<file path="config.mk">
export PLATFORM = sky130hd
export DESIGN_NAME = mul8_top
export DESIGN_NICKNAME = d
export VERILOG_FILES = /design/src/core/mul8_pkg.sv /design/src/core/mul8_top.sv
export SDC_FILE = /design/constraint.sdc
export NUM_CORES = 1
export LEC_CHECK = 0
export BUFFER_PORTS_ARGS = -buffer_cell sky130_fd_sc_hd__buf_4
export CORE_AREA = 5 5 106 108
export DETAILED_ROUTE_END_ITERATION = 10
export DIE_AREA = 0 0 111 113
export PLACE_DENSITY = 0.73
export SLEW_MARGIN = 20
export SYNTH_ARGS = -nofsm -noshare
export SYNTH_HDL_FRONTEND = slang
export SYNTH_SLANG_ARGS = --single-unit
</file>
<file path="constraint.sdc">
create_clock -name MCLK -period 13.6 [get_ports MCLK]
set_clock_uncertainty 0.1 [all_clocks]
set_input_delay 3.4 -clock MCLK [delete_from_list [all_inputs] [get_ports MCLK]]
set_output_delay 3.4 -clock MCLK [all_outputs]
set_load 0.1 [all_outputs]
</file>
<file path="src/core/mul8_pkg.sv">
// package for the apb-attached 8x8 unsigned multiplier
package mul8_pkg;
	localparam logic [11:0] MUL8_OFF_WORKING  = 12'h000;
	localparam logic [11:0] MUL8_OFF_FILE_OP  = 12'h004;
	localparam logic [11:0] MUL8_OFF_PROD_LO  = 12'h008;
	localparam logic [11:0] MUL8_OFF_PROD_HI  = 12'h00c;
	localparam logic [11:0] MUL8_OFF_STATUS   = 12'h010;
	localparam logic [7:0]  MUL8_RST_BYTE     = 8'h00;
	localparam logic [7:0]  MUL8_RST_STATUS   = 8'h00;

	typedef struct packed {
		logic [7:0] working_register;
		logic [7:0] product_high_byte;
		logic [7:0] product_low_byte;
		logic [7:0] arith_status_register;
		logic       pready;
		logic       pslverr;
		logic [31:0] prdata;
	} mul8_state_s;
endpackage

</file>
<file path="src/core/mul8_top.sv">
// apb register block wrapping a single-cycle 8x8 unsigned multiplier
// Function
// - a multiply finishes and writes its product in the single cycle of the command.
// - both operands are unsigned and the full 16-bit product is kept.
// - the top product byte goes to the high byte register, the bottom to the low one.
// - a multiply never alters any bit of the arithmetic status register.
// - one operand is the working register, the other the byte written as file operand.
//
// Chosen here: the APB register port and the register addresses.
`timescale 1ns/1ps
module mul8_top
	import mul8_pkg::*;
(
	input  wire logic        MCLK,
	input  wire logic        RST,
	input  wire logic        PSEL,
	input  wire logic        PENABLE,
	input  wire logic        PWRITE,
	input  wire logic [11:0] PADDR,
	input  wire logic [31:0] PWDATA,
	output logic      [31:0] PRDATA,
	output logic             PREADY,
	output logic             PSLVERR
);
	// array widths; the bus carries each operand byte in the low lane of the word
	localparam int OP_W   = 8;
	localparam int PROD_W = 2 * OP_W;

	mul8_state_s                      st_r;
	mul8_state_s                      st_nxt;
	logic                             access_first;
	logic                             access_last;
	logic                             wr_commit;
	logic                             rd_capture;
	logic                             sel_working;
	logic                             sel_file_op;
	logic                             sel_prod_lo;
	logic                             sel_prod_hi;
	logic                             sel_status;
	logic                             known;
	logic        [OP_W-1:0]           op_work;
	logic        [OP_W-1:0]           op_file;
	wire logic   [OP_W:0][PROD_W-1:0] pp_sum;
	logic        [PROD_W-1:0]         product;

	// the first access edge raises ready; the edge that sees ready completes the transfer
	assign access_first = PSEL && PENABLE && !st_r.pready;
	assign access_last  = PSEL && PENABLE && st_r.pready;

	// one select per register word
	assign sel_working = (PADDR == MUL8_OFF_WORKING);
	assign sel_file_op = (PADDR == MUL8_OFF_FILE_OP);
	assign sel_prod_lo = (PADDR == MUL8_OFF_PROD_LO);
	assign sel_prod_hi = (PADDR == MUL8_OFF_PROD_HI);
	assign sel_status  = (PADDR == MUL8_OFF_STATUS);
	assign known       = sel_working || sel_file_op || sel_prod_lo ||
		sel_prod_hi || sel_status;

	// an unmapped write is dropped, so it can never disturb a stored byte
	assign wr_commit  = access_last && PWRITE && known;
	assign rd_capture = access_first && !PWRITE;

	// the command's operands: the working register and the write data byte
	assign op_work = st_r.working_register;
	assign op_file = PWDATA[OP_W-1:0];

	// shift-and-add array of ripple adders; it settles within the clock of the command,
	// trading a long combinational path for a product that never needs a wait state
	assign pp_sum[0] = '0;
	for (genvar i = 0; i < OP_W; i++) begin : g_row
		wire logic [PROD_W-1:0] row;
		wire logic [PROD_W-1:0] prop;
		wire logic [PROD_W-1:0] gen;
		wire logic [PROD_W-1:0] carry;
		// no sign extension: both operands are plain unsigned bytes
		assign row      = op_file[i] ? (PROD_W'(op_work) << i) : '0;
		assign carry[0] = 1'b0;
		for (genvar j = 0; j < PROD_W; j++) begin : g_bit
			assign prop[j]        = pp_sum[i][j] ^ row[j];
			assign gen[j]         = pp_sum[i][j] & row[j];
			assign pp_sum[i+1][j] = prop[j] ^ carry[j];
			// no carry leaves the top bit: an 8 by 8 product always fits in 16 bits
			if (j < PROD_W - 1) begin : g_carry
				assign carry[j+1] = gen[j] | (carry[j] & prop[j]);
			end
		end
	end
	assign product = pp_sum[OP_W];

	always_comb begin
		st_nxt         = st_r;
		// ready and error are one-cycle answers raised by the first access edge only
		st_nxt.pready  = access_first;
		st_nxt.pslverr = access_first && !known;
		st_nxt.prdata  = 32'h0000_0000;
		if (rd_capture) begin
			case (PADDR)
				MUL8_OFF_WORKING: begin
					st_nxt.prdata = {24'h000000, st_r.working_register};
				end
				MUL8_OFF_PROD_LO: begin
					st_nxt.prdata = {24'h000000, st_r.product_low_byte};
				end
				MUL8_OFF_PROD_HI: begin
					st_nxt.prdata = {24'h000000, st_r.product_high_byte};
				end
				MUL8_OFF_STATUS: begin
					st_nxt.prdata = {24'h000000, st_r.arith_status_register};
				end
				// the file operand is write-only and reads back as zero without an error
				default: begin
					st_nxt.prdata = 32'h0000_0000;
				end
			endcase
		end

		// writes land on the edge at which the master sees ready
		if (wr_commit) begin
			case (PADDR)
				MUL8_OFF_WORKING: begin
					st_nxt.working_register = PWDATA[7:0];
				end
				MUL8_OFF_FILE_OP: begin
					// writing the file operand is the multiply command; both bytes on one edge
					st_nxt.product_high_byte = product[15:8];
					st_nxt.product_low_byte  = product[7:0];
				end
				MUL8_OFF_PROD_LO: begin
					st_nxt.product_low_byte = PWDATA[7:0];
				end
				MUL8_OFF_PROD_HI: begin
					st_nxt.product_high_byte = PWDATA[7:0];
				end
				// status changes only by its own write, never as a side effect of a multiply
				MUL8_OFF_STATUS: begin
					st_nxt.arith_status_register = PWDATA[7:0];
				end
				default: ;
			endcase
		end
	end

	always_ff @(posedge MCLK) begin
		if (RST) begin
			st_r.working_register      <= MUL8_RST_BYTE;
			st_r.product_high_byte     <= MUL8_RST_BYTE;
			st_r.product_low_byte      <= MUL8_RST_BYTE;
			st_r.arith_status_register <= MUL8_RST_STATUS;
			st_r.pready                <= 1'b0;
			st_r.pslverr               <= 1'b0;
			st_r.prdata                <= 32'h0000_0000;
		end else begin
			st_r <= st_nxt;
		end
	end

	assign PRDATA  = st_r.prdata;
	assign PREADY  = st_r.pready;
	assign PSLVERR = st_r.pslverr;
endmodule

</file>
# Yosys cells after proc, flatten, opt, wreduce, memory -nomap -nowiden
# Cells that the tools add are included.
# word_totals
register_bits	66
out_inout_bits	34
word_cells	563
# classes
muxes	11
reduce_logical	22
n_eq_ne	4
bitwise	519
# ops
cell	count
$xor 1x1->1	188
$and 1x1->1	181
$or 1x1->1	98
$pmux 8 s2	2
$pmux 8 s4	1
$eq 12x4->1 const B	2
$xor 1x1->1 const B	21
$and 1x1->1 const B	15
$mux 15	1
$mux 14	1
$mux 13	1
$eq 12x3->1 const B	1
$eq 12x5->1 const B	1
$logic_not 12->1	1
$mux 12	1
$mux 11	1
$mux 10	1
$mux 9	1
$mux 8	1
$reduce_and 2->1	4
$logic_and 1x1->1	7
$xor 1x1->1 const AB	7
$and 1x1->1 const AB	6
$logic_or 1x1->1	4
6 further kinds	9

# Longest topological paths before layout
# Gate-level depths: netlist of the first run.
# depth
word_depth	44
ltp_mapped	40
ltp_nobuf	39

# Worst setup path after synthesis of the first run
# No wires, ideal clock.
# synth_path
kind	input-to-reg
startpoint	input PWDATA[1]
endpoint	register st_r[56] (netlist bit)
path_stages	30
arrival_time_ns	12.680
path_slack_ns	0.750
setup_time_ns	0.070
path_buffers	1
required_time_ns	13.430
path_cell_list	clkbuf_1 -> and2_1 -> ha_1 -> inv_1 -> fa_1 -> inv_1 -> fa_1 -> inv_1 -> fa_1 -> inv_1 -> fa_1 -> fa_1 -> fa_1 -> fa_1 -> fa_1 -> fa_1 -> fa_1 -> fa_1 -> fa_1 -> fa_1 -> fa_1 -> fa_1 -> fa_1 -> inv_1 -> fa_1 -> fa_1 -> fa_1 -> o21ai_0 -> nand4_1 -> a21oi_1
# synth_between
elab_chain_len	42
# synth_rtl
item	line_no	source
start, declared	mul8_top.sv:20	input wire logic [31:0] PWDATA,
$mux 9 (*)	mul8_top.sv:76	assign row = op_file[i] ? (PROD_W'(op_work) << i) : '0;
$xor 1x1->1	mul8_top.sv:79	assign prop[j] = pp_sum[i][j] ^ row[j];
$and 1x1->1 / $xor 1x1->1 (equally long branches)	mul8_top.sv:84, mul8_top.sv:81	
$or 1x1->1 / $xor 1x1->1 (equally long branches)	mul8_top.sv:84, mul8_top.sv:79	
$and 1x1->1 / $xor 1x1->1 (equally long branches)	mul8_top.sv:84, mul8_top.sv:81	
$or 1x1->1 / $xor 1x1->1 (equally long branches)	mul8_top.sv:84, mul8_top.sv:79	
$and 1x1->1 / $xor 1x1->1 (equally long branches)	mul8_top.sv:84, mul8_top.sv:81	
$or 1x1->1 / $xor 1x1->1 (equally long branches)	mul8_top.sv:84, mul8_top.sv:79	
[... 26 more ...]	-	
$xor 1x1->1 / $and 1x1->1 (equally long branches)	mul8_top.sv:81, mul8_top.sv:84	
$xor 1x1->1 / $or 1x1->1 (equally long branches)	mul8_top.sv:79, mul8_top.sv:84	
$xor 1x1->1 / $and 1x1->1 (equally long branches)	mul8_top.sv:81, mul8_top.sv:84	
$xor 1x1->1 / $or 1x1->1 (equally long branches)	mul8_top.sv:79, mul8_top.sv:84	
$xor 1x1->1 / $and 1x1->1 (equally long branches)	mul8_top.sv:81, mul8_top.sv:84	
$xor 1x1->1 / $or 1x1->1 (equally long branches)	mul8_top.sv:79, mul8_top.sv:84	
$xor 1x1->1 (*)	mul8_top.sv:81	assign pp_sum[i+1][j] = prop[j] ^ carry[j];
$pmux 8 s2 (*)	mul8_top.sv:119	case (PADDR)
end signal, assigned	mul8_top.sv:153	st_r <= st_nxt;
end, declared	mul8_top.sv:29	mul8_state_s st_r;
# Every way passes the cells marked *; elsewhere a longest branch is shown, timed or not.
# A chain may end at the register's enable or synchronous reset.

# Worst setup path in the final report of the first run
# Ends and elaborated chain as after synthesis.

==> qor.yml, run 1 <==
run_status: "completed"
power.leakage_nw: 1.863
synth_warnings: 0
synthCells: 438
startpoint_type: "primary input"
synth_ff_type: "dfxtp_1"
required_ps: 13720
synth-edff-count: 0
worstMarginPinSlew_ps: 750.9
grt_max_degree: 43
final.min_clock_period_ps: 12910
clkPwrFrac_pct: 40.7
period_share_pct: 94.92
vias: 2877
power_density_nw_per_um2: 70.51
finalPower_mw: 0.2978
drive_above_1_share_pct: 11.34
setup.worst_path.end_class: "flip-flop"
synth_top_cell_by_area: "fa_1"
timing.fmax_mhz: 77.46
synth-seq-cells: 42
vdd_drop_max_mv: 0.05080
wl_per_cell_um: 13.65
cts_buffers: 5
cts_tree: "yes"
drtIter0Drc: 177
first_pass_iters: 4
global_route.usage.total_pct: 13.31
cts_sinks: 42
hold_path_class: "flip-flop to flip-flop"
grt_pass1_wl_mm: 14.17
row_count: 37
synthesis.area_um2: 3991
cts_root_buffer: "clkbuf_8"
combPwrFrac_pct: 18.0
viasPerCell: 4.986
detail-route-antenna-nets: 0
io_buffers: 34
seqPwrFrac_pct: 41.4
cap_viol_max_count: 0
core_um2: 10140
antenna_found_initial: 0
rsz0062_at_grt: "no"
diodes: 0
slew_headroom_pct: 49.94
wirelength_mm: 7.875
synth_cell_types: 42
io_pins: 83
nNetsFinal: 545
cts_setup_buffers: 0
setup_viol: 0
switchingPower_mw: 0.08732
dieArea_um2: 12540
syn2layout_area_growth_pct: 5.831
utilization_pct: 41.66
syn_avg_cell_area_um2: 9.113
dp_hpwl_mm: 6.129
routabilityCongestion: 0.8095
drc: 0
cts_resized: 0
cts-htree-levels: 2
fp.dieH_um: 113
cts.clk_slew.worst_paths_ps: 80
die_x_um: 111
synthArstFlopShare_pct: 0
drv_slew: 0
clock_latency_ps: 300
ys_top_cells_by_area: "fa_1 (24%), dfxtp_1 (21%), and2_1 (6.6%), buf_4 (6.4%), mux2i_1 (6.3%)"
hold_viol: 0
final.setup.tns_ps: 0
cts_hold_buf: 0
crit_type: "primary input to flip-flop"
initial_core_util_pct: 39.37
swShare_pct: 29.32
grt-ovfl-total: 0
p_int_mw: 0.2105
ys_seq_area_share_pct: 21.07
arrival_ps: 13030
cts.path.max_buffers: 2
cp_max_fo: 11
synthDominantCellAreaShare_pct: 24.08
grt_pass1_vias: 3005
-- flip-flops by register name, summed over array words and instances, names as in the netlist --
| register | cells |
|---|---|
| st_r | 24 |
| PSLVERR | 1 |
| PREADY | 1 |
| PRDATA | 8 |
| op_work | 8 |
-- metal layers --
layer	part of all wire, %	wire length (um)	GRT usage (%)
met1	42	3297	17.09
met3	5.3	415	2.193
met4	0.99	78	3.120
met5	0	0	0
met2	52	4085	23.54
-- Yosys cell counts, types with 2 or more instances --
| cell | n |
|---|---|
| fa_1 | 48 |
| inv_1 | 43 |
| and2_1 | 42 |
| dfxtp_1 | 42 |
| buf_4 | 34 |
| nand2_1 | 32 |
| nand2b_1 | 26 |
| mux2i_1 | 25 |
| clkbuf_1 | 18 |
| a21oi_1 | 14 |
| nor2_1 | 12 |
| nor3_1 | 9 |
| a32oi_1 | 8 |
| ha_1 | 8 |
| nand4_1 | 8 |
| o21ai_0 | 8 |
| o2bb2ai_1 | 8 |
| and3_1 | 7 |
| o21ai_1 | 7 |
| o22ai_1 | 7 |
| clkbuf_8 | 5 |
| buf_2 | 3 |
| nor2b_1 | 3 |
| and4_1 | 2 |
| or4_4 | 2 |
-- placed cells by master (no fill, tap or decap), types with 2 or more instances in the layout --
cell / n
a21oi_1: 14
and3_1: 7
nand2b_1: 26
nor2_1: 12
nand2_1: 32
and2_1: 42
nand4_1: 8
inv_1: 43
ha_1: 8
or4_4: 2
nor2b_1: 3
fa_1: 48
and4_1: 2
a32oi_1: 8
clkbuf_8: 6
mux2i_1: 25
o2bb2ai_1: 8
dfxtp_1: 42
o22ai_1: 7
o21ai_1: 7
buf_4: 35
nor3_1: 9
bufinv_16: 2
o21ai_0: 8
conb_1: 24
-- path summary, 6_finish.rpt --
path         startpoint       end  cells after the start  slack (ps)
max           PWDATA[1]  st_r[56]                     28         690
max reg2reg  op_work[1]  st_r[56]                     29        3420
min              PREADY    PREADY                      1         380
min reg2reg      PREADY    PREADY                      1         380
-- power groups by stage --
| stage | logic, mW | clock network (mW) | registers (mW) |
|---|---|---|---|
| 2_1_floorplan | 0.0484 | 0 | 0.128 |
| 3_3_place_gp | 0.0526 | 0 | 0.126 |
| 3_5_place_dp | 0.0532 | 0 | 0.126 |
| 4_1_cts | 0.0533 | 0.123 | 0.123 |
| 5_1_grt | 0.0560 | 0.129 | 0.123 |
| 6_report | 0.0536 | 0.121 | 0.123 |
-- cell type report --
type	count	area, um^2
Sequential cell	42	840.8
Multi-Input combinational cell	313	2646
Tap cell	136	170.2
Timing Repair Buffer	35	262.8
Clock inverter	2	60.06
Clock buffer	6	82.58
Fill cell	983	5914
Inverter	43	161.4
-- through the flow --
| stage | worst slack (ps) | hold slack (ps) | instance area (um^2) | instances |
|---|---|---|---|---|
| floorplan | 750.2 | 352.1 | 4078 | 461 |
| global route | 171.4 | 405.5 | 4224 | 577 |
| finish | 690.2 | 379.0 | 4224 | 577 |
| detailed placement | 296.9 | 373.3 | 4081 | 569 |
| global placement | 438.7 | 359.9 | 4081 | 569 |
| CTS | 608.0 | 384.6 | 4224 | 577 |
-- kinds of logic after synthesis --
family	share of synthesized area, %
AND/OR/NAND/NOR	21.98
buffers and inverters	14.80
AO/OA/AOI/OAI	9.217
adder cells (fa/ha/maj)	26.58
other	0.09395
flip-flops	21.07
multiplexers	6.270
-- worst max-delay path, stage by stage --
cell	delay, ps
buf_4	150
and2_1	140
ha_1	190
inv_1	80
fa_1	180
inv_1	60
fa_1	450
fa_1	510
fa_1	400
fa_1	460
fa_1	460
fa_1	470
fa_1	570
fa_1	440
fa_1	510
fa_1	430
fa_1	410
fa_1	460
fa_1	460
fa_1	460
fa_1	420
inv_1	80
fa_1	410
fa_1	440
fa_1	490
o21ai_0	210
nand4_1	120
a21oi_1	180
Note: power is estimated with default switching activity, not from simulation.
==> run 2, diff against run 1 <==
==> constraint.sdc (replaced) <==
create_clock -name MCLK -period 13.6 [get_ports MCLK]
set_clock_uncertainty 0.1 [all_clocks]
set_input_delay 2.72 -clock MCLK [delete_from_list [all_inputs] [get_ports MCLK]]
set_output_delay 2.72 -clock MCLK [all_outputs]
set_load 0.1 [all_outputs]
==> run 2 against run 1 <==
Flip-flop and latch count unchanged. Sequential power barely moved. Critical path depth unchanged. Routed wire length down 0.39%. Die area is the same. Clock-buffer cell count increased by 1. Cell count is the same. Utilization down 0.51 points. Combinational power about the same. Non-clock buffer count stayed put. Global-route usage grew 0.054 points.
==> qor.yml, run 2 (synthesis gave the netlist of run 1 again) <==
run_status: "completed"  # unchanged
final_cell_mix: "fa_1 (48), inv_1 (43), dfxtp_1 (42), and2_1 (42), buf_4 (35)"  # unchanged
drtIter0Drc: 155  # was 177
drc: 0  # unchanged
dieArea_um2: 12540  # unchanged
cts.path.max_buffers: 2  # unchanged
power_density_nw_per_um2: 62.19  # was 70.51 nW/um^2
timing.rr.end: "st_r[56]"  # unchanged
setup_viol: 0  # unchanged
core_um2: 10140  # unchanged
rsz0062_at_grt: "no"  # unchanged
cp-endpoint: "st_r[56]"  # unchanged
cts_hold_buf: 0  # unchanged
wl_per_cell_um: 13.59  # was 13.65 um
setup.worst_path.end_class: "flip-flop"  # unchanged
grt_pass1_vias: 3054  # was 3005
final_common_cell: "fa_1"  # unchanged
first_pass_iters: 4  # unchanged
drive_above_1_share_pct: 11.11  # was 11.34%
cp_max_fo: 11  # unchanged
routabilityCongestion: 0.8094  # was 0.8095
worstMarginPinSlew_ps: 723.9  # was 750.9 ps
crit_type: "primary input to flip-flop"  # unchanged
utilization_pct: 41.16  # was 41.66%
grt_pass1_wl_mm: 14.28  # was 14.17 mm
r2r_slack_ps: 3440  # was 3420 ps
cts_setup_buffers: 0  # unchanged
vias: 2875  # was 2877
startpoint_type: "primary input"  # unchanged
syn2layout_area_growth_pct: 4.545  # was 5.831%
grt-ovfl-total: 0  # unchanged
diodes: 0  # unchanged
slew_headroom_pct: 51.34  # was 49.94%
drv_slew: 0  # unchanged
regMostFlops: "st_r"  # unchanged
fp.dieH_um: 113  # unchanged
grt_max_degree: 43  # unchanged
detail-route-antenna-nets: 0  # unchanged
clock_latency_ps: 300  # about the same
cts_root_buffer: "clkbuf_8"  # unchanged
cts_buffers: 5  # unchanged
row_count: 37  # unchanged
cts_tree: "yes"  # unchanged
final.setup.tns_ps: 0  # unchanged
cts.clk_slew.worst_paths_ps: 80  # about the same
required_ps: 13720  # about the same
hold_path_class: "flip-flop to flip-flop"  # unchanged
power.leakage_nw: 1.840  # was 1.863 nW
final.min_clock_period_ps: 12230  # was 12910 ps
rr_worst_depth: 29  # unchanged
viasPerCell: 4.983  # was 4.986
timing.fmax_mhz: 81.78  # was 77.46 MHz
cts_resized: 0  # unchanged
global_route.usage.total_pct: 13.36  # was 13.31%
io_buffers: 34  # unchanged
cap_viol_max_count: 0  # unchanged
hold_viol: 0  # unchanged
wirelength_mm: 7.844  # was 7.875 mm
crit_start: "PWDATA[1]"  # unchanged
antenna_found_initial: 0  # unchanged
nNetsFinal: 545  # unchanged
cts_sinks: 42  # unchanged
initial_core_util_pct: 39.37  # unchanged
arrival_ps: 12350  # was 13030 ps
rr_startpoint: "op_work[1]"  # unchanged
io_pins: 83  # unchanged
period_share_pct: 89.92  # was 94.92%
vdd_drop_max_mv: 0.03788  # was 0.05080 mV
largest_register_ffs: 24  # unchanged
die_x_um: 111  # unchanged
dp_hpwl_mm: 6.147  # was 6.129 mm
cts-htree-levels: 2  # unchanged
run 2: changes by cell type in the layout (fill, tap and decap cells not counted):
cell | previous run | this run
bufinv_16 | 2 | 0
clkbuf_1 | 0 | 1
clkinv_2 | 0 | 1
run 2: worst min-delay path by stage:
stage              from        to  depth (start not counted)
2_1_floorplan  st_r[50]  st_r[50]                          2
3_3_place_gp     PREADY    PREADY                          1
3_5_place_dp     PREADY    PREADY                          1
4_1_cts          PREADY    PREADY                          1
5_1_grt          PREADY    PREADY                          1
6_report         PREADY    PREADY                          1
run 2: cell type report:
class                      instances  area [um^2]
sequential                        42        840.8
inverter                          43        161.4
clock inverter                     1        5.005
tap                              136        170.2
timing repair buffer              35        262.8
fill                             989         5966
clock buffer                       7        86.33
multi-input combinational        313         2646
run 2: where the power goes:
part	leakage [nW]	internal, mW	switching (mW)
registers	0.338	0.123	0.000108
clock network	0.0482	0.0410	0.0417
logic	1.45	0.00916	0.0445
total	1.84	0.173	0.0863
run 2: layer usage:
metal | share of wire [%] | up-vias | track usage [%]
met2 | 53 | 73 | 24.03
li1 | - | 1372 | -
met3 | 4.8 | 7 | 1.925
met4 | 0.79 | 0 | 3.202
met5 | 0 | - | 0
met1 | 42 | 1423 | 16.98
run 2: through the flow:
stage                     hold WS (ps)  worst slack, ps  area (um^2)  power [mW]  std cells
final                            378.9             1371         4173      0.2595        577
after detailed placement         370.9            978.3         4081      0.1795        569
after CTS                        383.0             1280         4173      0.2603        577
after global placement           359.9             1119         4081      0.1787        569
after floorplan                  352.1             1430         4078      0.1762        461
after global routing             396.7            855.5         4173      0.2693        577
run 2: critical path, cell delays in order:
cell     delay [ps]
buf_4           150
and2_1          140
ha_1            190
inv_1            80
fa_1            180
inv_1            60
fa_1            450
fa_1            510
fa_1            400
fa_1            460
fa_1            460
fa_1            470
fa_1            570
fa_1            430
fa_1            510
fa_1            430
fa_1            410
fa_1            460
fa_1            460
fa_1            460
fa_1            420
inv_1            80
fa_1            410
fa_1            440
fa_1            490
o21ai_0         210
nand4_1         120
a21oi_1         180
==> run 3, diff against run 2 <==
--- a/config.mk
+++ b/config.mk
@@ -10,6 +10,7 @@
 export DETAILED_ROUTE_END_ITERATION = 10
 export DIE_AREA = 0 0 111 113
 export PLACE_DENSITY = 0.73
+export REMOVE_ABC_BUFFERS = 1
 export SLEW_MARGIN = 20
 export SYNTH_ARGS = -nofsm -noshare
 export SYNTH_HDL_FRONTEND = slang
==> run 3 against run 2 <==
Cell count did not move. Non-clock buffer count did not move. Routed wire length rose by 3.6%. Register-to-register slack got worse by 30 ps.
==> qor.yml, run 3 (synthesis gave the netlist of run 1 again) <==
run_status: "completed"  # unchanged
cts_setup_buffers: 0  # unchanged
period_share_pct: 89.75  # was 89.92%
drv_slew: 0  # unchanged
hp-start: "st_r[35]"  # was PREADY
utilization_pct: 41.33  # was 41.16%
grt_pass1_vias: 3053  # was 3054
setup.worst_path.end_class: "flip-flop"  # unchanged
antenna_found_initial: 0  # unchanged
power.leakage_nw: 1.849  # was 1.840 nW
cts.path.max_buffers: 2  # unchanged
arrival_ps: 12340  # was 12350 ps
fill_cells: 1004  # was 989
vdd_drop_max_mv: 0.03848  # was 0.03788 mV
startpoint_type: "primary input"  # unchanged
final_cell_mix: "fa_1 (48), inv_1 (43), dfxtp_1 (42), and2_1 (42), buf_4 (35)"  # unchanged
cp_max_fo: 11  # unchanged
grt-ovfl-total: 0  # unchanged
path_common_cell: "fa_1"  # unchanged
rr_startpoint: "op_work[1]"  # unchanged
final.min_clock_period_ps: 12210  # was 12230 ps
timing.final.ws_setup_ps: 1394  # was 1371 ps
finalNonFillerCells: 577  # unchanged
drive_above_1_share_pct: 11.34  # was 11.11%
dp_hpwl_mm: 6.308  # was 6.147 mm
min_to: "st_r[35]"  # was PREADY
pre_cts_ws_ps: 1008  # was 978.3 ps
cts_root_buffer: "clkbuf_8"  # unchanged
drtIter0Drc: 178  # was 155
drc: 0  # unchanged
whs_ps: 379.3  # was 378.9 ps
setup_viol: 0  # unchanged
largest_register_ffs: 24  # unchanged
required_ps: 13730  # was 13720 ps
placed_cell_area_um2: 4081  # unchanged
final_common_cell: "fa_1"  # unchanged
cts_sinks: 42  # unchanged
rr_worst_depth: 29  # unchanged
vias: 2892  # was 2875
regMostFlops: "st_r"  # unchanged
cts.clk_slew.worst_paths_ps: 80  # about the same
io_pins: 83  # unchanged
wl_per_cell_um: 14.09  # was 13.59 um
critPathBufInv: 4  # unchanged
worstMarginPinSlew_ps: 833.2  # was 723.9 ps
power_density_nw_per_um2: 65.54  # was 62.19 nW/um^2
cap_viol_max_count: 0  # unchanged
cts_buffers: 5  # unchanged
cts_hold_buf: 0  # unchanged
clock_latency_ps: 300  # about the same
detail-route-antenna-nets: 0  # unchanged
finalInstanceArea_um2: 4190  # was 4173 um^2
cp_top_family: "adder cells"  # unchanged
r2r_slack_ps: 3410  # was 3440 ps
nNetsFinal: 545  # unchanged
die_x_um: 111  # unchanged
slew_headroom_pct: 43.99  # was 51.34%
min_path_cells: 2  # was 1
routabilityCongestion: 0.8284  # was 0.8094
placed_cells: 569  # unchanged
syn2layout_area_growth_pct: 4.984  # was 4.545%
rsz0062_at_grt: "no"  # unchanged
cp_slowest_cell: "fa_1"  # unchanged
hold_path_class: "flip-flop to flip-flop"  # unchanged
wirelength_mm: 8.128  # was 7.844 mm
cts-htree-levels: 2  # unchanged
grt_max_degree: 43  # unchanged
timing.rr.end: "st_r[56]"  # unchanged
core_um2: 10140  # unchanged
hold_viol: 0  # unchanged
max_stage_delay_ps: 590  # was 570 ps
dieArea_um2: 12540  # unchanged
final.setup.tns_ps: 0  # unchanged
fp.dieH_um: 113  # unchanged
cts_resized: 0  # unchanged
viasPerCell: 5.012  # was 4.983
diodes: 0  # unchanged
timing.fmax_mhz: 81.93  # was 81.78 MHz
grt_pass1_wl_mm: 14.52  # was 14.28 mm
first_pass_iters: 4  # unchanged
finalPower_mw: 0.2746  # was 0.2595 mW
crit_type: "primary input to flip-flop"  # unchanged
cts_tree: "yes"  # unchanged
io_buffers: 34  # unchanged
initial_core_util_pct: 39.37  # unchanged
global_route.usage.total_pct: 13.80  # was 13.36%
row_count: 37  # unchanged
[run 3: worst reg2reg max path, delay by kind of cell (launching register included)]
family          cells  cell delay, ps
simple gates        2             300
flops               1             540
fa+ha+maj          20            8500
compound gates      2             320
buf+inv             5             370
[run 3: area by class of cell]
class | instances | area (um^2) | area share, %
clock buffers | 5 | 68.82 | 1.642
flip-flops and latches | 42 | 840.8 | 20.07
repair buffers | 35 | 262.8 | 6.271
inverters | 43 | 161.4 | 3.852
clock inverters | 3 | 40.04 | 0.9555
multi-input cells | 313 | 2646 | 63.15
well taps | 136 | 170.2 | 4.061
[run 3: how the worst max path moves through the flow]
stage	startpoint	endpoint	cells after the start
floorplan	PWDATA[1]	st_r[56]	27
global placement	PWDATA[1]	st_r[56]	28
detailed placement	PWDATA[1]	st_r[56]	28
CTS	PWDATA[1]	st_r[56]	28
global route	PWDATA[1]	st_r[56]	30
finish	PWDATA[1]	st_r[56]	28
[run 3: per-layer routing]
metal / GRT usage (%) / part of all wire, % / vias up / wire length [um]
li1: - / - / 1373 / -
met1: 17.97 / 44 / 1455 / 3537
met2: 24.15 / 51 / 54 / 4173
met3: 1.872 / 4.0 / 10 / 325
met4: 3.777 / 1.1 / 0 / 91
met5: 0 / 0 / - / 0
[run 3: power by group]
part	total (mW)	leakage [nW]	switching (mW)	internal, mW
combinational	0.0536	1.45	0.0444	0.00915
clock	0.0979	0.0579	0.0438	0.0540
sequential	0.123	0.338	0.000134	0.123
